--- src/wse_map.svh ---
// Register indices, reset values and bit positions of the wake block.
`ifndef WSE_MAP_SVH
`define WSE_MAP_SVH

`define WSE_IDX_GPIO_STS 6'h08
`define WSE_IDX_PERI_STS 6'h09
`define WSE_IDX_EN_FIRST 6'h0a
`define WSE_IDX_MISC_STS 6'h10
`define WSE_IDX_GPIO_EN  6'h11
`define WSE_IDX_PERI_EN  6'h12

`define WSE_RST_GPIO_STS 8'h00
`define WSE_RST_PERI_STS 8'h01
`define WSE_RST_MISC_STS 8'h00
`define WSE_RST_ENABLE   8'h00

`define WSE_PERI_PAR   0
`define WSE_PERI_SER2  1
`define WSE_PERI_SER1  2
`define WSE_PERI_FLOP  3
`define WSE_PERI_MOUSE 4
`define WSE_PERI_KEYB  5
`define WSE_PERI_WDOG  6
`define WSE_PERI_MGMT  7

`define WSE_EN_KBC12   0
`define WSE_EN_KBC16   1
`define WSE_EN_RING    2
`define WSE_EN_KEYB    3
`define WSE_EN_MOUSE   4
`define WSE_EN_SPKEY   5
`define WSE_EN_FAN     6
`define WSE_EN_FIRST_W 7

`endif

--- src/wse_pkg.sv ---
// Types shared by the wake-event status and enable block.
package wse_pkg;
    typedef struct packed {
        logic       cyc;
        logic       stb;
        logic       we;
        logic       sel0;
        logic [5:0] idx;
        logic [7:0] dat;
    } wse_bus_req_t;

    typedef struct packed {
        logic       wr;
        logic       rd;
        logic [5:0] idx;
        logic [7:0] dat;
    } wse_reg_acc_t;

    typedef struct packed {
        logic ack;
    } wse_slave_st_t;

    typedef struct packed {
        logic [7:0] bits;
    } wse_latch_st_t;

    typedef struct packed {
        logic [7:0] gpio_en;
        logic [7:0] peri_en;
        logic [6:0] en_first;
        logic [7:0] rdata;
        logic       wake_n;
        logic       irq;
    } wse_top_st_t;
endpackage : wse_pkg

--- src/wse_top.sv ---
// Wake-event status, enable and wake-output logic with its register bus.
//
// Decided for this implementation: the Wishbone register port.
`timescale 1ns/1ps
`include "wse_map.svh"

// What this block does
// A status bit sets when its source signals and holds until cleared.
// Status records events regardless of any enable bit.
// A register write clears each status bit 7 to 0 whose data bit is one.
// Writing zero to a status bit leaves it unchanged.
// Status survives the other resets; only the standby reset clears 08.
// Pins fifty to fifty-seven map to bits 0 to 7 of status register 08.
// Register 09 holds the eight peripheral events in a fixed order.
// Every reset forces bit 0 of register 09 to one; it resets to 0x01.
// The parallel source is one while the parallel port is not activated.
// The parallel source follows printer acknowledge while activated.
// Wake asserts when a source has enable, status and global enable set.
// A disabled source still records status but never drives wake.
// Register 0A bits 0 to 6 enable the seven misc sources in fixed order.
// Enable registers survive main-supply, soft and bus resets.
// Wake is active low, ORs enabled set bits and releases when they clear.
// The listed resets force bit 0 of register 09 and keep all else.
module wse_top (
    // Clock and standby-power reset
    input  wire logic        CORE_CLK,
    input  wire logic        RESET,
    // Resets that the stored state survives
    input  wire logic        MAIN_POR,
    input  wire logic        SOFT_RST,
    input  wire logic        BUS_RST,
    // Wishbone slave
    input  wire logic        WB_CYC_I,
    input  wire logic        WB_STB_I,
    input  wire logic        WB_WE_I,
    input  wire logic [7:0]  WB_ADR_I,
    input  wire logic [3:0]  WB_SEL_I,
    input  wire logic [31:0] WB_DAT_I,
    output logic [31:0]      WB_DAT_O,
    output logic             WB_ACK_O,
    // General-purpose wake pins
    input  wire logic [7:0]  GPIO_WAKE,
    // Peripheral events
    input  wire logic        PAR_ACTIVATE,
    input  wire logic        PRINTER_ACKNOWLEDGE_N,
    input  wire logic        SERIAL_TWO_IRQ,
    input  wire logic        SERIAL_ONE_IRQ,
    input  wire logic        FLOPPY_IRQ,
    input  wire logic        MOUSE_IRQ,
    input  wire logic        KEYBOARD_IRQ,
    input  wire logic        WATCHDOG_EVENT,
    input  wire logic        SYSTEM_MGMT_BUS_EVENT,
    // Sources gated by the first enable register
    input  wire logic        KBC_PORT_BIT_TWELVE,
    input  wire logic        KBC_PORT_BIT_SIXTEEN,
    input  wire logic        RING_INDICATE_ONE_N,
    input  wire logic        KEYBOARD_WAKE,
    input  wire logic        MOUSE_WAKE,
    input  wire logic        SPECIFIC_KEY_WAKE,
    input  wire logic        FAN_SPEED_PULSE,
    // Wake control and outputs
    input  wire logic        GLOBAL_WAKE_ENABLE,
    output logic             WAKE_OUT_N,
    output logic             WAKE_IRQ
);
    import wse_pkg::*;

    wse_top_st_t  st_reg;
    wse_top_st_t  st_next;
    wse_bus_req_t bus_req;
    wse_reg_acc_t acc;
    logic         parallel_irq_src;
    logic         sync_rst;
    logic [7:0]   gpio_set;
    logic [7:0]   peri_set;
    logic [7:0]   misc_set;
    logic [7:0]   gpio_clr;
    logic [7:0]   peri_clr;
    logic [7:0]   misc_clr;
    logic [7:0]   peri_force;
    logic [7:0]   gpio_sts;
    logic [7:0]   peri_sts;
    logic [7:0]   misc_sts;
    logic         pend;

    assign bus_req.cyc  = WB_CYC_I;
    assign bus_req.stb  = WB_STB_I;
    assign bus_req.we   = WB_WE_I;
    assign bus_req.sel0 = WB_SEL_I[0];
    assign bus_req.idx  = WB_ADR_I[7:2];
    assign bus_req.dat  = WB_DAT_I[7:0];

    wse_wb_slave u_slave (
        .clk (CORE_CLK),
        .rst (RESET),
        .req (bus_req),
        .ack (WB_ACK_O),
        .acc (acc)
    );

    // The other resets are plain synchronous inputs; only RESET clears.
    assign sync_rst = MAIN_POR || SOFT_RST || BUS_RST;

    // Held high while idle, so a disabled port keeps its bit set.
    assign parallel_irq_src = PAR_ACTIVATE ? PRINTER_ACKNOWLEDGE_N
                                           : 1'b1;

    assign gpio_set = GPIO_WAKE;

    always_comb begin
        peri_set                  = '0;
        peri_set[`WSE_PERI_PAR]   = parallel_irq_src;
        peri_set[`WSE_PERI_SER2]  = SERIAL_TWO_IRQ;
        peri_set[`WSE_PERI_SER1]  = SERIAL_ONE_IRQ;
        peri_set[`WSE_PERI_FLOP]  = FLOPPY_IRQ;
        peri_set[`WSE_PERI_MOUSE] = MOUSE_IRQ;
        peri_set[`WSE_PERI_KEYB]  = KEYBOARD_IRQ;
        peri_set[`WSE_PERI_WDOG]  = WATCHDOG_EVENT;
        peri_set[`WSE_PERI_MGMT]  = SYSTEM_MGMT_BUS_EVENT;
        misc_set                  = '0;
        misc_set[`WSE_EN_KBC12]   = KBC_PORT_BIT_TWELVE;
        misc_set[`WSE_EN_KBC16]   = KBC_PORT_BIT_SIXTEEN;
        misc_set[`WSE_EN_RING]    = !RING_INDICATE_ONE_N;
        misc_set[`WSE_EN_KEYB]    = KEYBOARD_WAKE;
        misc_set[`WSE_EN_MOUSE]   = MOUSE_WAKE;
        misc_set[`WSE_EN_SPKEY]   = SPECIFIC_KEY_WAKE;
        misc_set[`WSE_EN_FAN]     = FAN_SPEED_PULSE;
        peri_force                = '0;
        peri_force[`WSE_PERI_PAR] = sync_rst;
    end

    // Clears come from the written data; zero bits clear nothing.
    always_comb begin
        gpio_clr = '0;
        peri_clr = '0;
        misc_clr = '0;
        if (acc.wr && acc.idx == `WSE_IDX_GPIO_STS) begin
            gpio_clr = acc.dat;
        end
        if (acc.wr && acc.idx == `WSE_IDX_PERI_STS) begin
            peri_clr = acc.dat;
        end
        if (acc.wr && acc.idx == `WSE_IDX_MISC_STS) begin
            misc_clr = acc.dat;
        end
    end

    // Status sees no enable, so it records whatever the gating.
    wse_event_latch #(.RST_VALUE(`WSE_RST_GPIO_STS)) u_gpio_sts (
        .clk      (CORE_CLK),
        .rst      (RESET),
        .set_in   (gpio_set),
        .clr_in   (gpio_clr),
        .force_in (8'h00),
        .q        (gpio_sts)
    );

    wse_event_latch #(.RST_VALUE(`WSE_RST_PERI_STS)) u_peri_sts (
        .clk      (CORE_CLK),
        .rst      (RESET),
        .set_in   (peri_set),
        .clr_in   (peri_clr),
        .force_in (peri_force),
        .q        (peri_sts)
    );

    wse_event_latch #(.RST_VALUE(`WSE_RST_MISC_STS)) u_misc_sts (
        .clk      (CORE_CLK),
        .rst      (RESET),
        .set_in   (misc_set),
        .clr_in   (misc_clr),
        .force_in (8'h00),
        .q        (misc_sts)
    );

    // A disabled source is masked here and nowhere else.
    assign pend = |(gpio_sts & st_reg.gpio_en) ||
                  |(peri_sts & st_reg.peri_en) ||
                  |(misc_sts[6:0] & st_reg.en_first);

    always_comb begin
        st_next        = st_reg;
        st_next.irq    = pend;
        st_next.wake_n = !(pend && GLOBAL_WAKE_ENABLE);
        // Enables take no part in sync_rst, so they ride through it.
        if (acc.wr) begin
            case (acc.idx)
                `WSE_IDX_EN_FIRST: begin
                    st_next.en_first = acc.dat[6:0];
                end
                `WSE_IDX_GPIO_EN: begin
                    st_next.gpio_en = acc.dat;
                end
                `WSE_IDX_PERI_EN: begin
                    st_next.peri_en = acc.dat;
                end
                default: begin
                    st_next.en_first = st_reg.en_first;
                end
            endcase
        end
        if (acc.rd) begin
            case (acc.idx)
                `WSE_IDX_GPIO_STS: st_next.rdata = gpio_sts;
                `WSE_IDX_PERI_STS: st_next.rdata = peri_sts;
                `WSE_IDX_EN_FIRST: st_next.rdata = {1'b0, st_reg.en_first};
                `WSE_IDX_MISC_STS: st_next.rdata = {1'b0, misc_sts[6:0]};
                `WSE_IDX_GPIO_EN:  st_next.rdata = st_reg.gpio_en;
                `WSE_IDX_PERI_EN:  st_next.rdata = st_reg.peri_en;
                default:           st_next.rdata = 8'h00;
            endcase
        end
    end

    always_ff @(posedge CORE_CLK or posedge RESET) begin
        if (RESET) begin
            st_reg.gpio_en  <= `WSE_RST_ENABLE;
            st_reg.peri_en  <= `WSE_RST_ENABLE;
            st_reg.en_first <= 7'h00;
            st_reg.rdata    <= 8'h00;
            st_reg.wake_n   <= 1'b1;
            st_reg.irq      <= 1'b0;
        end else begin
            st_reg <= st_next;
        end
    end

    assign WB_DAT_O   = {24'h000000, st_reg.rdata};
    assign WAKE_OUT_N = st_reg.wake_n;
    assign WAKE_IRQ   = st_reg.irq;
endmodule : wse_top

--- src/wse_wb_slave.sv ---
// Classic Wishbone slave handshake: one wait state, then a one-cycle ack.
`timescale 1ns/1ps
module wse_wb_slave (
    // Clock and reset
    input  wire logic                  clk,
    input  wire logic                  rst,
    // Bus side
    input  wire wse_pkg::wse_bus_req_t req,
    output logic                       ack,
    // Register side
    output wse_pkg::wse_reg_acc_t      acc
);
    import wse_pkg::*;

    wse_slave_st_t st_reg;
    wse_slave_st_t st_next;

    // Ack drops after one cycle, so a held request is taken again every second cycle.
    always_comb begin
        st_next     = st_reg;
        st_next.ack = req.cyc && req.stb && !st_reg.ack;
        acc.wr      = req.cyc && req.stb && req.we && req.sel0 && st_reg.ack;
        acc.rd      = req.cyc && req.stb && !req.we && !st_reg.ack;
        acc.idx     = req.idx;
        acc.dat     = req.dat;
    end

    always_ff @(posedge clk or posedge rst) begin
        if (rst) begin
            st_reg <= '0;
        end else begin
            st_reg <= st_next;
        end
    end

    assign ack = st_reg.ack;
endmodule : wse_wb_slave

--- src/wse_event_latch.sv ---
// Eight sticky event bits with write-one-to-clear and a forced-set input.
`timescale 1ns/1ps
module wse_event_latch #(
    parameter logic [7:0] RST_VALUE = 8'h00
) (
    // Clock and reset
    input  wire logic       clk,
    input  wire logic       rst,
    // Events and clears
    input  wire logic [7:0] set_in,
    input  wire logic [7:0] clr_in,
    input  wire logic [7:0] force_in,
    // Stored bits
    output logic [7:0]      q
);
    import wse_pkg::*;

    wse_latch_st_t st_reg;
    wse_latch_st_t st_next;
    logic [7:0]    bit_next;

    // A set in the clear cycle wins, so no event is lost to a slow clear.
    for (genvar i = 0; i < 8; i++) begin : g_bit
        assign bit_next[i] = set_in[i] || force_in[i] ||
                             (st_reg.bits[i] && !clr_in[i]);
    end

    always_comb begin
        st_next      = st_reg;
        st_next.bits = bit_next;
    end

    always_ff @(posedge clk or posedge rst) begin
        if (rst) begin
            st_reg.bits <= RST_VALUE;
        end else begin
            st_reg <= st_next;
        end
    end

    assign q = st_reg.bits;
endmodule : wse_event_latch

--- config.mk ---
export PLATFORM = sky130hd
export DESIGN_NAME = wse_top
export DESIGN_NICKNAME = d
export VERILOG_FILES = /design/src/wse_pkg.sv /design/src/wse_top.sv /design/src/wse_wb_slave.sv /design/src/wse_event_latch.sv
export VERILOG_INCLUDE_DIRS = /design/src /design/src/src
export SDC_FILE = /design/constraint.sdc
export NUM_CORES = 1
export LEC_CHECK = 0
export ABC_AREA = 1
export BUFFER_PORTS_ARGS = -buffer_cell sky130_fd_sc_hd__buf_4
export CAP_MARGIN = 30
export CORE_ASPECT_RATIO = 1.25
export CORE_MARGIN = 2
export CORE_UTILIZATION = 42
export CTS_CLUSTER_DIAMETER = 80
export DETAILED_ROUTE_END_ITERATION = 6
export GPL_TIMING_DRIVEN = 0
export HOLD_SLACK_MARGIN = 0.08
export PLACE_DENSITY = 0.7
export SLEW_MARGIN = 0
export SYNTH_ARGS = -nofsm -noshare
export SYNTH_HDL_FRONTEND = slang
export SYNTH_SLANG_ARGS = --single-unit
--- constraint.sdc ---
create_clock -name CORE_CLK -period 4.8 [get_ports CORE_CLK]
set_clock_uncertainty 0.05 [all_clocks]
set_input_delay 0.24 -clock CORE_CLK [delete_from_list [all_inputs] [get_ports CORE_CLK]]
set_output_delay 0.24 -clock CORE_CLK [all_outputs]
set_load 0.02 [all_outputs]
=== Word level (Yosys, flattened, before mapping) ===
Cells that the tools add are included.

* Register bits after elaboration: 58
* Input bits: 77
* Output and inout bits: 35
* Word-level logic and storage cells: 121

* Equal/unequal tests: 6
* Multiplexer cells: 5
* Bitwise gates (word level): 3
* Reduce and logical (&&, ||, !) cells: 97

{| class="wikitable"
|+ Operators by type and width
! cell !! count
|-
| case mux 8 bit (6 select lines) || 1
|-
| logical AND 1 bit || 35
|-
| logical NOT 1 bit || 28
|-
| logical OR 1 bit || 28
|-
| two-way mux 8 bit || 3
|-
| equality test 6 x 4 -> 1 bit (second input constant) || 3
|-
| equality test 6 x 5 -> 1 bit (second input constant) || 3
|-
| AND 8 bit || 2
|-
| OR reduction 8 bit || 2
|-
| AND 7 bit || 1
|-
| OR reduction 7 bit || 1
|-
| AND reduction 2 bit || 3
|-
| two-way mux 1 bit || 1
|}

=== Logic depth before layout (Yosys ltp) ===
* Depth after elaboration: 9
* Depth in mapped cells: 9
* Mapped depth without buffers: 7

=== Modules after synthesis ===
A second synthesis with hierarchy kept.

* Cells, all modules: 471
* Area, all modules: 3423.3 µm²

{| class="wikitable"
|+ Modules (own cells, without submodules)
! module !! instances !! cells an instance !! area each (µm²) !! seq. area each (µm²)
|-
| wse_top || 1 || 327 || 2282.2 || 827.0
|-
| wse_event_latch at u_gpio_sts ... || 2 || 41 || 324.1 || 200.2
|-
| wse_event_latch at u_peri_sts || 1 || 41 || 325.3 || 201.4
|-
| wse_wb_slave || 1 || 21 || 167.7 || 25.0
|}

=== Worst setup path after synthesis ===
No wires, ideal clock.

* Path type: reg2reg
* From: reg u_slave.st_reg (netlist: u_slave.ack)
* To: reg u_gpio_sts.st_reg (netlist bit u_gpio_sts.q[0])
* Data arrival time: 1265 ps
* Data required time: 4627 ps
* Path slack: 3362 ps
* Stages on the path, launching flop included: 6
* Clock period less this slack: 1438 ps
* Cell sequence: dfrtp_1 -> nand3_1 -> nor2_4 -> nand3_1 -> o21ai_0 -> nand2_1

* Cells in the longest elaborated chain, start to end: 6

{| class="wikitable"
|+ Ends and longest elaborated chain
! what !! RTL line !! source
|-
| start: declaration || wse_wb_slave.sv:15 || <nowiki>wse_slave_st_t st_reg;</nowiki>
|-
| start signal: assignment || wse_wb_slave.sv:32 || <nowiki>st_reg <= st_next;</nowiki>
|-
| logical AND 1 bit || wse_wb_slave.sv:22 || <nowiki>acc.wr = req.cyc && req.stb && req.we && req.sel0 && st_reg.ack;</nowiki>
|-
| logical AND 1 bit (no line) || -- ||
|-
| two-way mux 8 bit || wse_top.sv:137 || <nowiki>if (acc.wr && acc.idx == `WSE_IDX_GPIO_STS) begin</nowiki>
|-
| logical NOT 1 bit || wse_event_latch.sv:25 || <nowiki>(st_reg.bits[i] && !clr_in[i]);</nowiki>
|-
| logical AND 1 bit || wse_event_latch.sv:25 ||
|-
| logical OR 1 bit || wse_event_latch.sv:24 || <nowiki>assign bit_next[i] = set_in[i] || force_in[i] ||</nowiki>
|-
| net u_gpio_sts.bit_next[0] || wse_event_latch.sv:20 || <nowiki>logic [7:0] bit_next;</nowiki>
|-
| end signal: assignment || wse_event_latch.sv:37 || <nowiki>st_reg <= st_next;</nowiki>
|-
| end: declaration || wse_event_latch.sv:18 || <nowiki>wse_latch_st_t st_reg;</nowiki>
|}

The timed path passes the listed nets, and every way through them passes these cells.
A chain may end at the register's enable or synchronous reset.

=== Worst setup path after layout ===
* From: reg u_slave.st_reg (netlist: u_slave.ack)
* To: reg u_peri_sts.st_reg (netlist bit u_peri_sts.q[0])

* Cells in the longest elaborated chain, start to end: 6

{| class="wikitable"
|+ Ends and longest elaborated chain
! what !! RTL line !! source
|-
| logical AND 1 bit || wse_wb_slave.sv:22 ||
|-
| logical AND 1 bit (no line) || -- ||
|-
| two-way mux 8 bit || wse_top.sv:140 || <nowiki>if (acc.wr && acc.idx == `WSE_IDX_PERI_STS) begin</nowiki>
|-
| logical NOT 1 bit || wse_event_latch.sv:25 ||
|-
| logical AND 1 bit || wse_event_latch.sv:25 ||
|-
| logical OR 1 bit || wse_event_latch.sv:24 ||
|-
| net u_peri_sts.bit_next[0] || wse_event_latch.sv:20 ||
|-
| end signal: assignment || wse_event_latch.sv:37 ||
|-
| end: declaration || wse_event_latch.sv:18 ||
|}

The timed path passes the listed nets, and every way through them passes these cells.

==> flow_summary.json <==
{
  "status": "completed",
  "cts_hold_buf": 26,
  "startpoint_type": "flop",
  "path_clk_slew_ns": 0.07,
  "grtUsageTotal_pct": 22.09,
  "dp_hpwl_mm": 6.153,
  "synth_area_sq_mm": 0.003095,
  "cp_cell_sequence": "nand3_1 -> nor2_4 -> nand3_1 -> o21ai_0 -> nand3_1 -> dlygate4sd3_1",
  "core_region_area_sq_mm": 0.007269,
  "cpMostUsedCell": "nand3_1",
  "synthCells": 390,
  "r2r_setup_slack_ns": 2.64,
  "worstMarginPinSlew_ns": 0.6251,
  "cts_resized": 0,
  "combPwrFrac_pct": 17.6,
  "yosysMostFrequentCell": "nand2_1",
  "io_buffers": 58,
  "crit_type": "reg -> reg",
  "drv_cap": 0,
  "rsz0062_at_grt": "no",
  "synth_ff_type": "dfrtp_1",
  "synth_edf_count": 0,
  "ys_top_cells_by_count": "nand2_1 (97), dfrtp_1 (55), o21ai_0 (46)",
  "power_frac_seq_pct": 43.5,
  "r2r_cells": 6,
  "htree_num_levels": 3,
  "finalHoldViolCount": 0,
  "worstReg2RegEnd": "u_peri_sts.q[0]",
  "hp-class": "in -> reg",
  "yosys_warnings": 0,
  "drtIter0Drc": 205,
  "synth_area_leaders": "dfrtp_1 (44%), nand2_1 (12%), buf_4 (8.5%)",
  "crit_fanout": 8,
  "post_cts_buffers": 0,
  "ant_nets": 0,
  "synth_sequential_area_ratio_pct": 46.16,
  "synth_top_area_cell": "dfrtp_1",
  "synthArstFlopShare_pct": 100.0,
  "final_nets": 586,
  "whs_ns": 0.1795,
  "initial_core_util_pct": 42.58,
  "final_max_slew_viol_count": 0,
  "route.met2.wl_mm": 4.069,
  "whs_path_depth": 3,
  "hold_end": "st_reg[32]",
  "rr_startpoint": "u_slave.ack",
  "grt_pass1_wl_mm": 13.29,
  "clockPowerShare_pct": 38.9,
  "antenna_cells": 0,
  "die-area_sq_mm": 0.008077,
  "area_growth_syn_to_layout_pct": 35.93,
  "cpMaxStageDelayCell": "dlygate4sd3_1",
  "highest_layer": "met4",
  "irDropWorstVdd_v": 0.0001885,
  "synthDistinctLibCells": 22,
  "clockBufferDepth": 2,
  "dr.pass1.iters": 4,
  "placed_cells": 564,
  "cts_buffers": 9,
  "grt_overflow": 0,
  "wirelength_mm": 8.250,
  "worst_path_largest_cell_delay_ns": 0.56,
  "die_x_um": 80.79,
  "largest_reg_flops": 23,
  "setup_ws_ns": 2.642,
  "final-instance-count-excl-fill": 605,
  "root_buffer": "clkbuf_8",
  "post_drt_wl_per_cell_um": 13.64,
  "drc": 0,
  "cts_tree": "yes",
  "period_needed_ns": 2.158,
  "antenna_found_initial": 0,
  "clock-sinks": 57,
  "setup_viol": 0,
  "ys_ff_latch": 57,
  "place_congestion": 0.9030,
  "clock_latency_ns": 0.35,
  "p_sw_share_pct": 25.76,
  "slew_headroom_pct": 58.10,
  "vias_per_cell": 4.792,
  "avgSynthCellArea_sq_um": 7.937,
  "grt_max_degree": 39,
  "grt_pass1_vias": 2754,
  "fin_tns_setup_ns": 0,
  "fin_crit_sh_pct": 44.97,
  "p_leak_uw": 0.002099,
  "internal-power_uw": 859.8,
  "post-place-ws_ns": 3.084,
  "crit_required_ns": 5.01,
  "fmax_ghz": 0.4633,
  "drive_gt1_share_pct": 25.54,
  "arrival_ns": 2.37,
  "wl_met3_um": 467,
  "p_sw_uw": 298.4,
  "die_h_um": 99.99,
  "wl_met1_mm": 3.505,
  "fillers": 698,
  "yosysTopAreaCellShare_pct": 44.46,
  "p_per_area_mw_per_mm2": 275.3,
  "ioPinCount": 112,
  "min_from": "WB_DAT_I[7]",
  "vias": 2899,
  "rows": 35,
  "endpoint_kind": "flop"
}
metrics by stage:
stage	total power [uW]	utilization, %	instance area (sq um)
after floorplan	629.0	-	3182
after global placement	695.4	51.34	3732
after detailed placement	700.4	51.62	3752
after CTS	1161	57.88	4208
after global routing	1201	57.88	4208
final	1158	57.88	4208
logic make-up (layout without fill, tap and decap cells):
family,after synthesis,in the layout,share of synthesized area (%)
compound gates,55,55,8.973
simple gates,198,198,29.67
buf+inv,79,179,15.08
other cells,1,24,0.1211
flops,57,57,46.16
per-layer routing:
metal	up-vias	global-route usage [%]
met5	-	0
met4	0	9.909
met3	18	2.608
met2	108	37.05
met1	1323	28.53
li1	1450	-
power by group through the flow:
stage                     Sequential (uW)  Clock (uW)  Combinational (uW)
final                                 504         451                 204
after global routing                  506         472                 223
after CTS                             504         453                 204
after detailed placement              513           0                 188
after global placement                512           0                 183
after floorplan                       514           0                 115
worst max-delay path by stage:
stage | slack [ns] | cells past startpoint | start | endpoint
finish | 2.64 | 6 | u_slave.ack | u_peri_sts.q[0]
detailed placement | 3.08 | 8 | WB_ADR_I[6] | u_gpio_sts.q[5]
global placement | 2.45 | 2 | RESET | WAKE_IRQ
CTS | 2.63 | 6 | u_slave.ack | u_peri_sts.q[0]
global route | 2.45 | 6 | u_slave.ack | u_peri_sts.q[0]
floorplan | 3.11 | 1 | RESET | WAKE_IRQ
critical path, delay by kind of cell, from the launching register on:
| family | cells | cell delay, ns |
|---|---|---|
| flops | 1 | 0.40 |
| buf+inv | 1 | 0.56 |
| simple gates | 4 | 0.80 |
| compound gates | 1 | 0.26 |
cell type report:
| type | count | area, sq um | area share [%] |
|---|---|---|---|
| plain buffers | 41 | 324.1 | 7.701 |
| clock buffers | 12 | 155.1 | 3.687 |
| clock inverters | 3 | 40.04 | 0.9515 |
| inverters | 38 | 142.6 | 3.390 |
| multi-input cells | 277 | 1286 | 30.57 |
| flip-flops and latches | 57 | 1429 | 33.96 |
| well taps | 92 | 115.1 | 2.736 |
| repair buffers | 85 | 715.7 | 17.01 |
cells in the final DEF (no fill, tap or decap), types with 2 or more instances in the layout:
master / count
buf_6: 5
buf_4: 93
conb_1: 24
dfrtp_1: 55
nand3_4: 2
clkbuf_8: 11
a21oi_1: 8
nor2_1: 32
o21ai_0: 46
nand3_1: 40
dfstp_2: 2
dlygate4sd3_1: 26
nor2_4: 4
clkinv_2: 2
inv_2: 3
nand2_1: 97
nand4_1: 16
inv_1: 35
nor2_2: 2
nand3_2: 2
Note: power is estimated with default switching activity, not from simulation.
